File: src/common/i2c_target_defs.svh
`ifndef I2C_TARGET_DEFS_SVH
`define I2C_TARGET_DEFS_SVH
// Register byte addresses
`define OFS_CONTROL_A 4'h0
`define OFS_STATUS 4'h4
`define OFS_INT_FLAG 4'h8
`define OFS_INT_MASK 4'hc
`define OFS_OWN_ADDR 4'h0
`define OFS_COMMAND 4'h4
// Control field positions
`define CA_ENABLE 1
`define CA_MODE_HI 4
`define CA_MODE_LO 2
`define CA_STBY_RUN 7
`define CA_PIN_USAGE 16
`define CA_HOLD_HI 21
`define CA_HOLD_LO 20
`define CA_TO_EN 23
`define CA_SPEED_HI 25
`define CA_SPEED_LO 24
// Writable control bits
`define CA_WMASK 32'h03b1_009e
`define CA_RESET 32'h0000_0000
// Target mode code
`define MODE_TARGET 3'h4
// Interrupt flag positions
`define IF_ADDR 0
`define IF_STOP 1
`define IF_TMO 2
`define IF_SYNC 3
// Timing
`define CLK_NS 40
`define CLK_HZ 25000000
`define TMO_MS 25
`define HOLD1_NS 50
`define HOLD2_NS 300
`define HOLD3_NS 400
`define BITS_PER_BYTE 4'h8
`endif

File: src/common/i2c_target_pkg.sv
package i2c_target_pkg;
   // Engine states, one-hot
   typedef enum logic [4:0] {
      ST_IDLE = 5'b00001,
      ST_ADDR = 5'b00010,
      ST_ACK = 5'b00100,
      ST_HOLD = 5'b01000,
      ST_PASS = 5'b10000
   } state_type;
   // Control register fields
   typedef struct packed {
      logic [5:0] rsv_hi;
      logic [1:0] speed_class;
      logic clock_low_ext_timeout_en;
      logic rsv_22;
      logic [1:0] data_hold_select;
      logic [2:0] rsv_19_17;
      logic pin_usage_select;
      logic [7:0] rsv_15_8;
      logic standby_run;
      logic [1:0] rsv_6_5;
      logic [2:0] mode;
      logic enable;
      logic rsv_0;
   } control_type;
   // Sampled link levels
   typedef struct packed {
      logic scl;
      logic sda;
   } link_type;
endpackage : i2c_target_pkg

File: src/i2c_target_control.sv
// Local design decisions: the Avalon-MM slave port and the register offsets.
`timescale 1ns/100ps
`include "i2c_target_defs.svh"
// Overview of operation
// Software writes mode 0x04 for target
// Cumulative low over 25ms releases, resets
// Timeout keeps already set flags
// Addressed target flags stop after timeout
// Hold select delays data after falling clock
// Pin usage bit selects four-wire
// Standby drops reception or wakes
// Speed class field selects bus mode
// Enable delayed, reads back at once
// Other settings act without synchronization
// Busy shown while enable crosses
module i2c_target_control #(
   parameter int TIMEOUT_CYCLES = `TMO_MS * (`CLK_HZ / 1000)
) (
   input wire logic clk,
   input wire logic sys_rst,
   input wire logic [4:0] address,
   input wire logic read,
   input wire logic write,
   input wire logic [31:0] writedata,
   output logic [31:0] readdata,
   output logic waitrequest,
   input wire logic scl_in,
   output logic scl_out,
   output logic scl_oe,
   input wire logic sda_in,
   output logic sda_out,
   output logic sda_oe,
   input wire logic standby_sleep,
   output logic wake_req,
   output logic irq,
   output logic four_wire_en,
   output logic [1:0] speed_class
);
   // Hold counts, least time rounded up
   localparam logic [3:0] HOLD1 = 4'((`HOLD1_NS + `CLK_NS - 1) / `CLK_NS);
   localparam logic [3:0] HOLD2 = 4'((`HOLD2_NS + `CLK_NS - 1) / `CLK_NS);
   localparam logic [3:0] HOLD3 = 4'((`HOLD3_NS + `CLK_NS - 1) / `CLK_NS);
   localparam logic [19:0] TMO_LIMIT = 20'(TIMEOUT_CYCLES);

   i2c_target_pkg::control_type ctrl_r, ctrl_nxt; // Control word
   logic [3:0] flag_r, flag_nxt;    // Sticky interrupt flags
   logic [3:0] mask_r, mask_nxt;    // Interrupt mask
   logic [6:0] own_r, own_nxt;      // Own bus address
   logic ack_r, ack_nxt;            // Bus answer phase
   logic [31:0] rdata_r, rdata_nxt; // Registered read data
   logic [1:0] ensync_r, ensync_nxt; // Enable crossing stages
   logic release_req;               // Software clock release
   logic [3:0] ev;                  // Events this cycle
   logic busy;                      // Enable crossing busy
   logic active;                    // Target running

   // Link sampling chains
   logic [2:0] scl_sh_r, scl_sh_nxt;
   logic [2:0] sda_sh_r, sda_sh_nxt;
   i2c_target_pkg::link_type lvl_r, lvl_nxt; // Filtered levels
   i2c_target_pkg::link_type prv_r, prv_nxt; // Levels one cycle back

   // Engine state
   i2c_target_pkg::state_type st_r, st_nxt;
   logic [3:0] bit_r, bit_nxt;      // Bits seen in byte
   logic [7:0] shf_r, shf_nxt;      // Address shifter
   logic frame_r, frame_nxt;        // Between start and stop
   logic addressed_r, addressed_nxt; // Matched this frame
   logic [19:0] low_r, low_nxt;     // Cumulative low count
   logic [3:0] hcnt_r, hcnt_nxt;    // Hold delay count
   logic hpend_r, hpend_nxt;        // Pending data change
   logic hval_r, hval_nxt;          // Pending drive value
   logic sdaoe_r, sdaoe_nxt;        // Data line pulled low
   logic sclst_r, sclst_nxt;        // Clock hold

   // Decoded link events
   logic scl_rise, scl_fall, start_c, stop_c, tmo_c;
   logic [3:0] hold_cyc;

   // Enable runs through two stages; busy while they lag
   // delayed enable
   assign busy = (ensync_r[1] != ctrl_r.enable);
   // target mode gate
   assign active = ensync_r[1] & (ctrl_r.mode == `MODE_TARGET);

   // Bus handshake and register updates
   always_comb begin
      ack_nxt = (read | write) & ~ack_r;
      ctrl_nxt = ctrl_r;
      mask_nxt = mask_r;
      own_nxt = own_r;
      rdata_nxt = rdata_r;
      release_req = 1'b0;
      flag_nxt = flag_r;
      // First cycle of a read latches data
      if (read & ~ack_r) begin
         rdata_nxt = 32'h0000_0000;
         if (address[4]) begin
            if (address[3:0] == `OFS_OWN_ADDR) begin
               rdata_nxt[6:0] = own_r;
            end
         end else begin
            unique case (address[3:0])
               // value last written reads back
               `OFS_CONTROL_A: rdata_nxt = ctrl_r;
               // busy indication
               `OFS_STATUS: rdata_nxt = {27'h0, addressed_r, frame_r,
                                         st_r == i2c_target_pkg::ST_HOLD,
                                         ensync_r[1], busy};
               `OFS_INT_FLAG: rdata_nxt[3:0] = flag_r;
               `OFS_INT_MASK: rdata_nxt[3:0] = mask_r;
               default: rdata_nxt = 32'h0000_0000;
            endcase
         end
      end
      // Writes take effect on the answer cycle
      if (write & ack_r) begin
         if (address == {1'b0, `OFS_CONTROL_A}) begin
            // settings act at once
            ctrl_nxt = writedata & `CA_WMASK;
         end
         if (address == {1'b0, `OFS_INT_MASK}) begin
            mask_nxt = writedata[3:0];
         end
         if (address == {1'b1, `OFS_OWN_ADDR}) begin
            own_nxt = writedata[6:0];
         end
         if (address == {1'b1, `OFS_COMMAND}) begin
            release_req = writedata[0];
         end
      end
      // Read of flags clears only the bits it returned
      if (read & ack_r & (address == {1'b0, `OFS_INT_FLAG})) begin
         flag_nxt = flag_r & ~rdata_r[3:0];
      end
      // set wins, timeout clears nothing
      flag_nxt = flag_nxt | ev;
      ensync_nxt = {ensync_r[0], ctrl_r.enable};
   end

   // Register bank flops
   always_ff @(posedge clk) begin
      if (sys_rst) begin
         ack_r <= 1'b0;
         ctrl_r <= `CA_RESET;
         mask_r <= 4'h0;
         own_r <= 7'h00;
         rdata_r <= 32'h0000_0000;
         flag_r <= 4'h0;
         ensync_r <= 2'h0;
      end else begin
         ack_r <= ack_nxt;
         ctrl_r <= ctrl_nxt;
         mask_r <= mask_nxt;
         own_r <= own_nxt;
         rdata_r <= rdata_nxt;
         flag_r <= flag_nxt;
         ensync_r <= ensync_nxt;
      end
   end

   // Link sampling: level changes once stages two and three agree
   always_comb begin
      scl_sh_nxt = {scl_sh_r[1:0], scl_in};
      sda_sh_nxt = {sda_sh_r[1:0], sda_in};
      lvl_nxt = lvl_r;
      if (scl_sh_r[1] == scl_sh_r[2]) begin
         lvl_nxt.scl = scl_sh_r[2];
      end
      if (sda_sh_r[1] == sda_sh_r[2]) begin
         lvl_nxt.sda = sda_sh_r[2];
      end
      prv_nxt = lvl_r;
   end

   // Sampling flops, idle bus is high
   always_ff @(posedge clk) begin
      if (sys_rst) begin
         scl_sh_r <= 3'h7;
         sda_sh_r <= 3'h7;
         lvl_r <= 2'h3;
         prv_r <= 2'h3;
      end else begin
         scl_sh_r <= scl_sh_nxt;
         sda_sh_r <= sda_sh_nxt;
         lvl_r <= lvl_nxt;
         prv_r <= prv_nxt;
      end
   end

   assign scl_rise = lvl_r.scl & ~prv_r.scl;
   assign scl_fall = ~lvl_r.scl & prv_r.scl;
   assign start_c = lvl_r.scl & prv_r.scl & prv_r.sda & ~lvl_r.sda;
   assign stop_c = lvl_r.scl & prv_r.scl & ~prv_r.sda & lvl_r.sda;
   // cumulative low beyond limit
   assign tmo_c = ctrl_r.clock_low_ext_timeout_en & frame_r &
                  (low_r > TMO_LIMIT);

   // hold select to cycle count
   always_comb begin
      unique case (ctrl_r.data_hold_select)
         2'h0: hold_cyc = 4'h0;
         2'h1: hold_cyc = HOLD1;
         2'h2: hold_cyc = HOLD2;
         2'h3: hold_cyc = HOLD3;
      endcase
   end

   // Target engine next state
   always_comb begin
      st_nxt = st_r;
      bit_nxt = bit_r;
      shf_nxt = shf_r;
      frame_nxt = frame_r;
      addressed_nxt = addressed_r;
      low_nxt = low_r;
      hcnt_nxt = hcnt_r;
      hpend_nxt = hpend_r;
      hval_nxt = hval_r;
      sdaoe_nxt = sdaoe_r;
      sclst_nxt = sclst_r;
      ev = {busy & (ensync_nxt[1] == ctrl_r.enable), 3'h0};
      // Count low time between start and stop
      if (frame_r & ~lvl_r.scl & ~tmo_c) begin
         low_nxt = low_r + 20'h00001;
      end
      // Pending data change after hold delay
      if (hpend_r) begin
         if (hcnt_r == 4'h0) begin
            sdaoe_nxt = hval_r;
            hpend_nxt = 1'b0;
         end else begin
            hcnt_nxt = hcnt_r - 4'h1;
         end
      end
      unique case (st_r)
         i2c_target_pkg::ST_ADDR: begin
            if (scl_rise) begin
               shf_nxt = {shf_r[6:0], lvl_r.sda};
               bit_nxt = bit_r + 4'h1;
            end else if (scl_fall & (bit_r == `BITS_PER_BYTE)) begin
               // standby without run drops all
               if ((shf_r[7:1] == own_r) &
                   ~(standby_sleep & ~ctrl_r.standby_run)) begin
                  addressed_nxt = 1'b1;
                  ev[`IF_ADDR] = 1'b1;
                  hpend_nxt = 1'b1;
                  hval_nxt = 1'b1;
                  // acknowledge after hold
                  hcnt_nxt = hold_cyc;
                  st_nxt = i2c_target_pkg::ST_ACK;
               end else begin
                  st_nxt = i2c_target_pkg::ST_PASS;
               end
            end
         end
         i2c_target_pkg::ST_ACK: begin
            if (scl_fall) begin
               // Stretch clock at once, release data after hold
               hpend_nxt = 1'b1;
               hval_nxt = 1'b0;
               hcnt_nxt = hold_cyc;
               sclst_nxt = 1'b1;
               st_nxt = i2c_target_pkg::ST_HOLD;
            end
         end
         i2c_target_pkg::ST_HOLD: begin
            if (release_req) begin
               sclst_nxt = 1'b0;
               st_nxt = i2c_target_pkg::ST_PASS;
            end
         end
         i2c_target_pkg::ST_PASS: begin
            st_nxt = st_r;
         end
         default: begin
            st_nxt = i2c_target_pkg::ST_IDLE;
         end
      endcase
      // Start begins a frame, also a repeated one
      if (start_c & active) begin
         frame_nxt = 1'b1;
         low_nxt = 20'h00000;
         bit_nxt = 4'h0;
         st_nxt = i2c_target_pkg::ST_ADDR;
      end
      // Stop ends the frame
      if (stop_c) begin
         // stop flagged when addressed
         if (addressed_r) begin
            ev[`IF_STOP] = 1'b1;
         end
         frame_nxt = 1'b0;
         addressed_nxt = 1'b0;
         low_nxt = 20'h00000;
         st_nxt = i2c_target_pkg::ST_IDLE;
      end
      // timeout releases and resets engine
      if (tmo_c) begin
         ev[`IF_TMO] = 1'b1;
         sclst_nxt = 1'b0;
         sdaoe_nxt = 1'b0;
         hpend_nxt = 1'b0;
         low_nxt = 20'h00000;
         st_nxt = i2c_target_pkg::ST_IDLE;
      end
      // Disabled target lets go of the bus
      if (~active) begin
         sclst_nxt = 1'b0;
         sdaoe_nxt = 1'b0;
         hpend_nxt = 1'b0;
         frame_nxt = 1'b0;
         addressed_nxt = 1'b0;
         st_nxt = i2c_target_pkg::ST_IDLE;
      end
   end

   // Engine flops
   always_ff @(posedge clk) begin
      if (sys_rst) begin
         st_r <= i2c_target_pkg::ST_IDLE;
         bit_r <= 4'h0;
         shf_r <= 8'h00;
         frame_r <= 1'b0;
         addressed_r <= 1'b0;
         low_r <= 20'h00000;
         hcnt_r <= 4'h0;
         hpend_r <= 1'b0;
         hval_r <= 1'b0;
         sdaoe_r <= 1'b0;
         sclst_r <= 1'b0;
      end else begin
         st_r <= st_nxt;
         bit_r <= bit_nxt;
         shf_r <= shf_nxt;
         frame_r <= frame_nxt;
         addressed_r <= addressed_nxt;
         low_r <= low_nxt;
         hcnt_r <= hcnt_nxt;
         hpend_r <= hpend_nxt;
         hval_r <= hval_nxt;
         sdaoe_r <= sdaoe_nxt;
         sclst_r <= sclst_nxt;
      end
   end

   // Outputs
   assign waitrequest = (read | write) & ~ack_r;
   assign readdata = rdata_r;
   assign scl_out = 1'b0;
   assign scl_oe = sclst_r;
   assign sda_out = 1'b0;
   assign sda_oe = sdaoe_r;
   assign irq = |(flag_r & mask_r);
   // wake on enabled address match
   assign wake_req = standby_sleep & ctrl_r.standby_run &
                     flag_r[`IF_ADDR] & mask_r[`IF_ADDR];
   // pin usage
   assign four_wire_en = ctrl_r.pin_usage_select;
   // speed class
   assign speed_class = ctrl_r.speed_class;

endmodule : i2c_target_control

File: config.mk
export PLATFORM = sky130hd
export DESIGN_NAME = i2c_target_control
export DESIGN_NICKNAME = d
export VERILOG_FILES = /design/src/common/i2c_target_pkg.sv /design/src/i2c_target_control.sv
export VERILOG_INCLUDE_DIRS = /design/src /design/src/common
export SDC_FILE = /design/constraint.sdc
export NUM_CORES = 1
export LEC_CHECK = 0
export BUFFER_PORTS_ARGS = -buffer_cell sky130_fd_sc_hd__buf_2
export CAP_MARGIN = 30
export CORE_MARGIN = 5
export CORE_UTILIZATION = 30
export CTS_CLUSTER_SIZE = 40
export DETAILED_ROUTE_END_ITERATION = 6
export SETUP_SLACK_MARGIN = 0.3
export SLEW_MARGIN = 5
export SYNTH_ARGS = -nofsm -noshare
export SYNTH_HDL_FRONTEND = slang
export SYNTH_SLANG_ARGS = --single-unit
File: constraint.sdc
create_clock -name clk -period 2.14 [get_ports clk]
set_input_delay 0.107 -clock clk [delete_from_list [all_inputs] [get_ports clk]]
set_output_delay 0.107 -clock clk [all_outputs]
set_load 0.005 [all_outputs]
# After elaboration in Yosys (flattened, before gate mapping)
# Index checks and enable logic that the tools add are counted.
# word_totals
word_cells,175
output_inout_bits,42
ff_bits,118
# op_classes
magnitude_cmp,1
n_eq_ne,31
n_bitwise,41
addsub,3
n_reduce_logical,23
n_mux,45
# ops
operator,n
$pmux 22 s2,1
$pmux 4 s4,2
$mux 4,7
$and 1x1->1,25
$mux 25,1
$mux 5,5
$mux 1,21
$add 20x1->20 const B,1
$gt 20x20->1 const B,1
$pmux 5 s4,1
$eq 5x4->1 const B,3
$eq 5x5->1 const B,3
$reduce_and 5->1,3
$mux 7,2
$eq 4x4->1 const B,3
$ne 2x2->1 const B,6
$reduce_or 4->1,3
$not 1->1,11
$reduce_and 2->1,5
$ne 3x3->1 const B,3
$and 4x4->4,2
$logic_not 4->1,2
$pmux 4 s2,1
$eq 7x7->1,1
24 further kinds,31

# Depth between registers and ports, before layout
# depth
depth_word,9
mapped_depth,8

# Worst setup path before layout
# Ideal clock, no wire load.
# synth_timing
kind,reg-to-reg
start,register hcnt_r[0]
end,register hcnt_r[1]
setup_time_ps,101
arrival_time_ps,1736
setup_slack_ps,303
path_stages_with_launch,8
path_buffers,0
cell_sequence,dfxtp_1 inv_1 ha_1 inv_1 o31ai_1 mux2_2 or4_1 o41ai_1
# synth_between
elab_chain_len,7
# synth_rtl
element,line,rtl
start: declaration,i2c_target_control.sv:70,"logic [3:0] hcnt_r, hcnt_nxt;"
start signal: assignment,i2c_target_control.sv:339,hcnt_r <= hcnt_nxt;
$sub 4x1->4 / $logic_not 4->1 (equally long branches),"i2c_target_control.sv:233, i2c_target_control.sv:229",
$mux 4 (*),i2c_target_control.sv:229,if (hcnt_r == 4'h0) begin
$mux 4 (*),i2c_target_control.sv:228,if (hpend_r) begin
$mux 4,i2c_target_control.sv:243,if ((shf_r[7:1] == own_r) &
$mux 4,i2c_target_control.sv:241,end else if (scl_fall & (bit_r == `BITS_PER_BYTE)) begin
$mux 4,i2c_target_control.sv:238,if (scl_rise) begin
$pmux 4 s2 (*),i2c_target_control.sv:236,unique case (st_r)
# Mark *: on every way between the ends. The rest lies on a longest branch, timed or not.
# A chain may end at the register's enable or synchronous reset.

# Final worst setup path
# layout_timing
start,register low_r[5]
end,register st_r[2]
# layout_between
elab_chain_len,3
# layout_rtl
element,line,rtl
start: declaration,i2c_target_control.sv:69,"logic [19:0] low_r, low_nxt;"
start signal: assignment,i2c_target_control.sv:338,low_r <= low_nxt;
$gt 20x20->1,i2c_target_control.sv:197,(low_r > TMO_LIMIT);
$and 1x1->1,i2c_target_control.sv:196,assign tmo_c = ctrl_r.clock_low_ext_timeout_en & frame_r &
$reduce_or 5->1 (no source line),n/a,
end signal: assignment,i2c_target_control.sv:321,st_r <= i2c_target_pkg::ST_IDLE;
end signal: assignment,i2c_target_control.sv:333,st_r <= st_nxt;
end: declaration,i2c_target_control.sv:64,"i2c_target_pkg::state_type st_r, st_nxt;"
# Every way passes these cells.

==> results.sh <==
export IMPL_drtIter0Drc=212
export IMPL_syn_area_um2=4770
export IMPL_row_count=46
export IMPL_fp_dieH_um=136
export IMPL_postRouteAntennaNets=0
export IMPL_gp_congestion=0.892
export IMPL_rsz0062_at_grt="true"
export IMPL_synthFlopType="dfxtp_1"
export IMPL_tightest_slew_ps=564
export IMPL_via_count=3882
export IMPL_hold_viol=0
export IMPL_final_area_um2=5810
export IMPL_syn_to_final_growth_pct=21.9
export IMPL_criticalPathCategory="reg2reg"
export IMPL_combPwrFrac_pct=4.0
export IMPL_p_clk_share_pct=47.8
export IMPL_nets=634
export IMPL_worstSetupEndpointType="register"
export IMPL_synth_edf_count=0
export IMPL_route_detailed_drc=0
export IMPL_intPower_mw=3.11
export IMPL_fin_setup_tns_ps=0
export IMPL_skew_ps=11.7
export IMPL_maxSlewHeadroom_pct=62.4
export IMPL_synth_commonest_cells="dfxtp_1, nor2_1, nand2_1"
export IMPL_wl_mm=11.7
export IMPL_antenna_found_initial=1
export IMPL_drv_slew=0
export IMPL_wl_per_cell_um=14.5
export IMPL_tritoncts="done"
export IMPL_grt_pass1_vias=3813
export IMPL_ios=86
export IMPL_fin_util_pct=37.0
export IMPL_routed_via_density=4.81
export IMPL_clock_path_buffers=2
export IMPL_finalSetupViolCount=0
export IMPL_post_route_period_util_pct=87.0
export IMPL_critPathLaunchType="register"
export IMPL_cp_data_arrival_time_ps=2120
export IMPL_status="finished clean"
export IMPL_p_leak_nw=2.14
export IMPL_async_flop_share_pct=0
export IMPL_synth_top_area_cell="dfxtp_1"
export IMPL_cts_max_level=3
export IMPL_p_sw_uw=804
export IMPL_clk_pin_slew_ps=70
export IMPL_io_buffers=47
export IMPL_die_w_um=136
export IMPL_track_usage_pct=12.6
export IMPL_path_cells="and2_4 -> a2111oi_4 -> and4bb_1 -> o2111a_2 -> buf_12 -> a211oi_1"
export IMPL_cts_sinks=100
export IMPL_fmax_mhz=537
export IMPL_drv_cap=0
export IMPL_drive_gt1_share_pct=24.9
export IMPL_grt_max_degree=44
export IMPL_netSwitchingFraction_pct=20.6
export IMPL_power_density_nw_per_um2=673
export IMPL_slowest_stage="dfxtp_2"
export IMPL_dr_pass1_iters=4
export IMPL_yosysMostFrequentCell="dfxtp_1"
export IMPL_cp_required_ps=2390
export IMPL_overflow=0
export IMPL_yosys_warnings=0
export IMPL_start_util_pct=30.3
export IMPL_core_um2=15700
export IMPL_synthTopCellsByArea="dfxtp_1, mux2i_1, nor2_1"
export IMPL_max_stage_delay_ps=330
export IMPL_insertion_delay_ps=350
export IMPL_min_period_ps=1860
export IMPL_power_frac_seq_pct=48.2
export IMPL_ys_seq_area_share_pct=42.0
export IMPL_grt_pass1_wl_mm=18.8
export IMPL_synthDistinctLibCells=65
export IMPL_worstHoldPathType="in2reg"
export IMPL_netlist_area_leader_share_pct=42.0
export IMPL_dpl_instance_area_um2=5200
export IMPL_numCtsBuffers=9
export IMPL_ys_ff_latch=100
export IMPL_dp_final_hpwl_mm=8.44
export IMPL_cts_root_buffer="clkbuf_16"
export IMPL_synth_area_per_cell_um2=9.11
export IMPL_syn_instance_count=523
export IMPL_die_area_um2=18500
export IMPL_peakVddDrop_mv=0.435
export IMPL_cp_max_fo=7
## through the flow
stage	worst slack, ps	hold WS (ps)	power [mW]	instances
global route	187	18.2	4.06	807
floorplan	303	211	2.03	542
CTS	293	2.25	3.96	801
global placement	294	316	2.07	778
detailed placement	275	313	2.07	778
finish	279	12.9	3.91	807
## cell families after synthesis
family	Yosys count	synth area share [%]
simple gates	236	28.5
flops	100	42.0
compound gates	70	10.4
buf+inv	55	6.72
xor+xnor	31	5.70
mux	25	5.28
fa+ha+maj	5	1.31
other cells	1	0.0787
## flip-flops by register name, indices dropped and copies added, names as in the netlist, 4 cells and up
name	count
own_r	7
st_r	5
readdata	14
ctrl_r	8
flag_r	4
low_r	20
bit_r	4
hcnt_r	4
shf_r	8
mask_r	4
## final cells by class
class,instances,area (µm²)
antenna,1,2.50
inverter,9,33.8
clock buffer,10,239
fill,1580,9900
multi-input combinational,387,2630
sequential,100,2010
timing repair buffer,78,519
clock inverter,6,109
tap,216,270
## path summary, 6_finish.rpt
check                                              end  cells past startpoint              startpoint  slack (ps)
worst max-delay path              st_r[2]$_SDFFE_PP0P_                      6   low_r[5]$_SDFFE_PP0P_         280
worst max register to register    st_r[2]$_SDFFE_PP0P_                      6   low_r[5]$_SDFFE_PP0P_         280
worst min register to register  sda_sh_r[1]$_SDFF_PP1_                      1  sda_sh_r[0]$_SDFF_PP1_         410
worst min-delay path             own_r[4]$_SDFFE_PP0P_                      3            writedata[4]          10
## metal layers
layer	up-vias	GRT usage, %	wire, µm
met3	22	3.26	623
met4	0	5.15	295
met2	103	20.4	5500
met5	-	0	0
met1	1833	16.1	5260
li1	1924	-	-
## power groups by stage
stage                     logic (mW)  clock network (mW)  registers (mW)
after global placement         0.141                   0            1.93
after floorplan                0.103                   0            1.92
after detailed placement       0.144                   0            1.93
final                          0.157                1.87            1.88
after CTS                      0.155                1.92            1.88
after global routing           0.175                2.00            1.88
## critical path, delay by kind of cell (launching register included)
family                 cells  cell delay (ps)
AND/OR/NAND/NOR            2              440
AO/OA/AOI/OAI              3              840
buffers and inverters      1              160
flip-flops                 1              330
## cell usage in the layout, fill, tap and decap left out, types with 7 or more instances in the layout
cell and count:
nor2b_1 8, clkbuf_16 10, nand3_1 12, nand2_1 44, a211oi_1 7, a22oi_1 15
buf_2 47, nand4_1 8, buf_4 21, xnor2_1 22, inv_1 7, dfxtp_1 95
nor2_1 59, a21oi_1 22, nor3_1 25, conb_1 20, or2_2 9, dlygate4sd3_1 7
nor3_2 17, mux2i_1 24, xor2_1 9
## what timing repair did
action | 4_1_cts | 5_1_grt
pin swaps | 0 | 14
cloned | 0 | 1
endpoints found under the hold margin | 7 | 0
hold buffers | 7 | 0
setup endpoints to repair | 3 | 34
setup buffers | 0 | 4
resized for setup | 2 | 30
(Power assumes the default switching activity.)
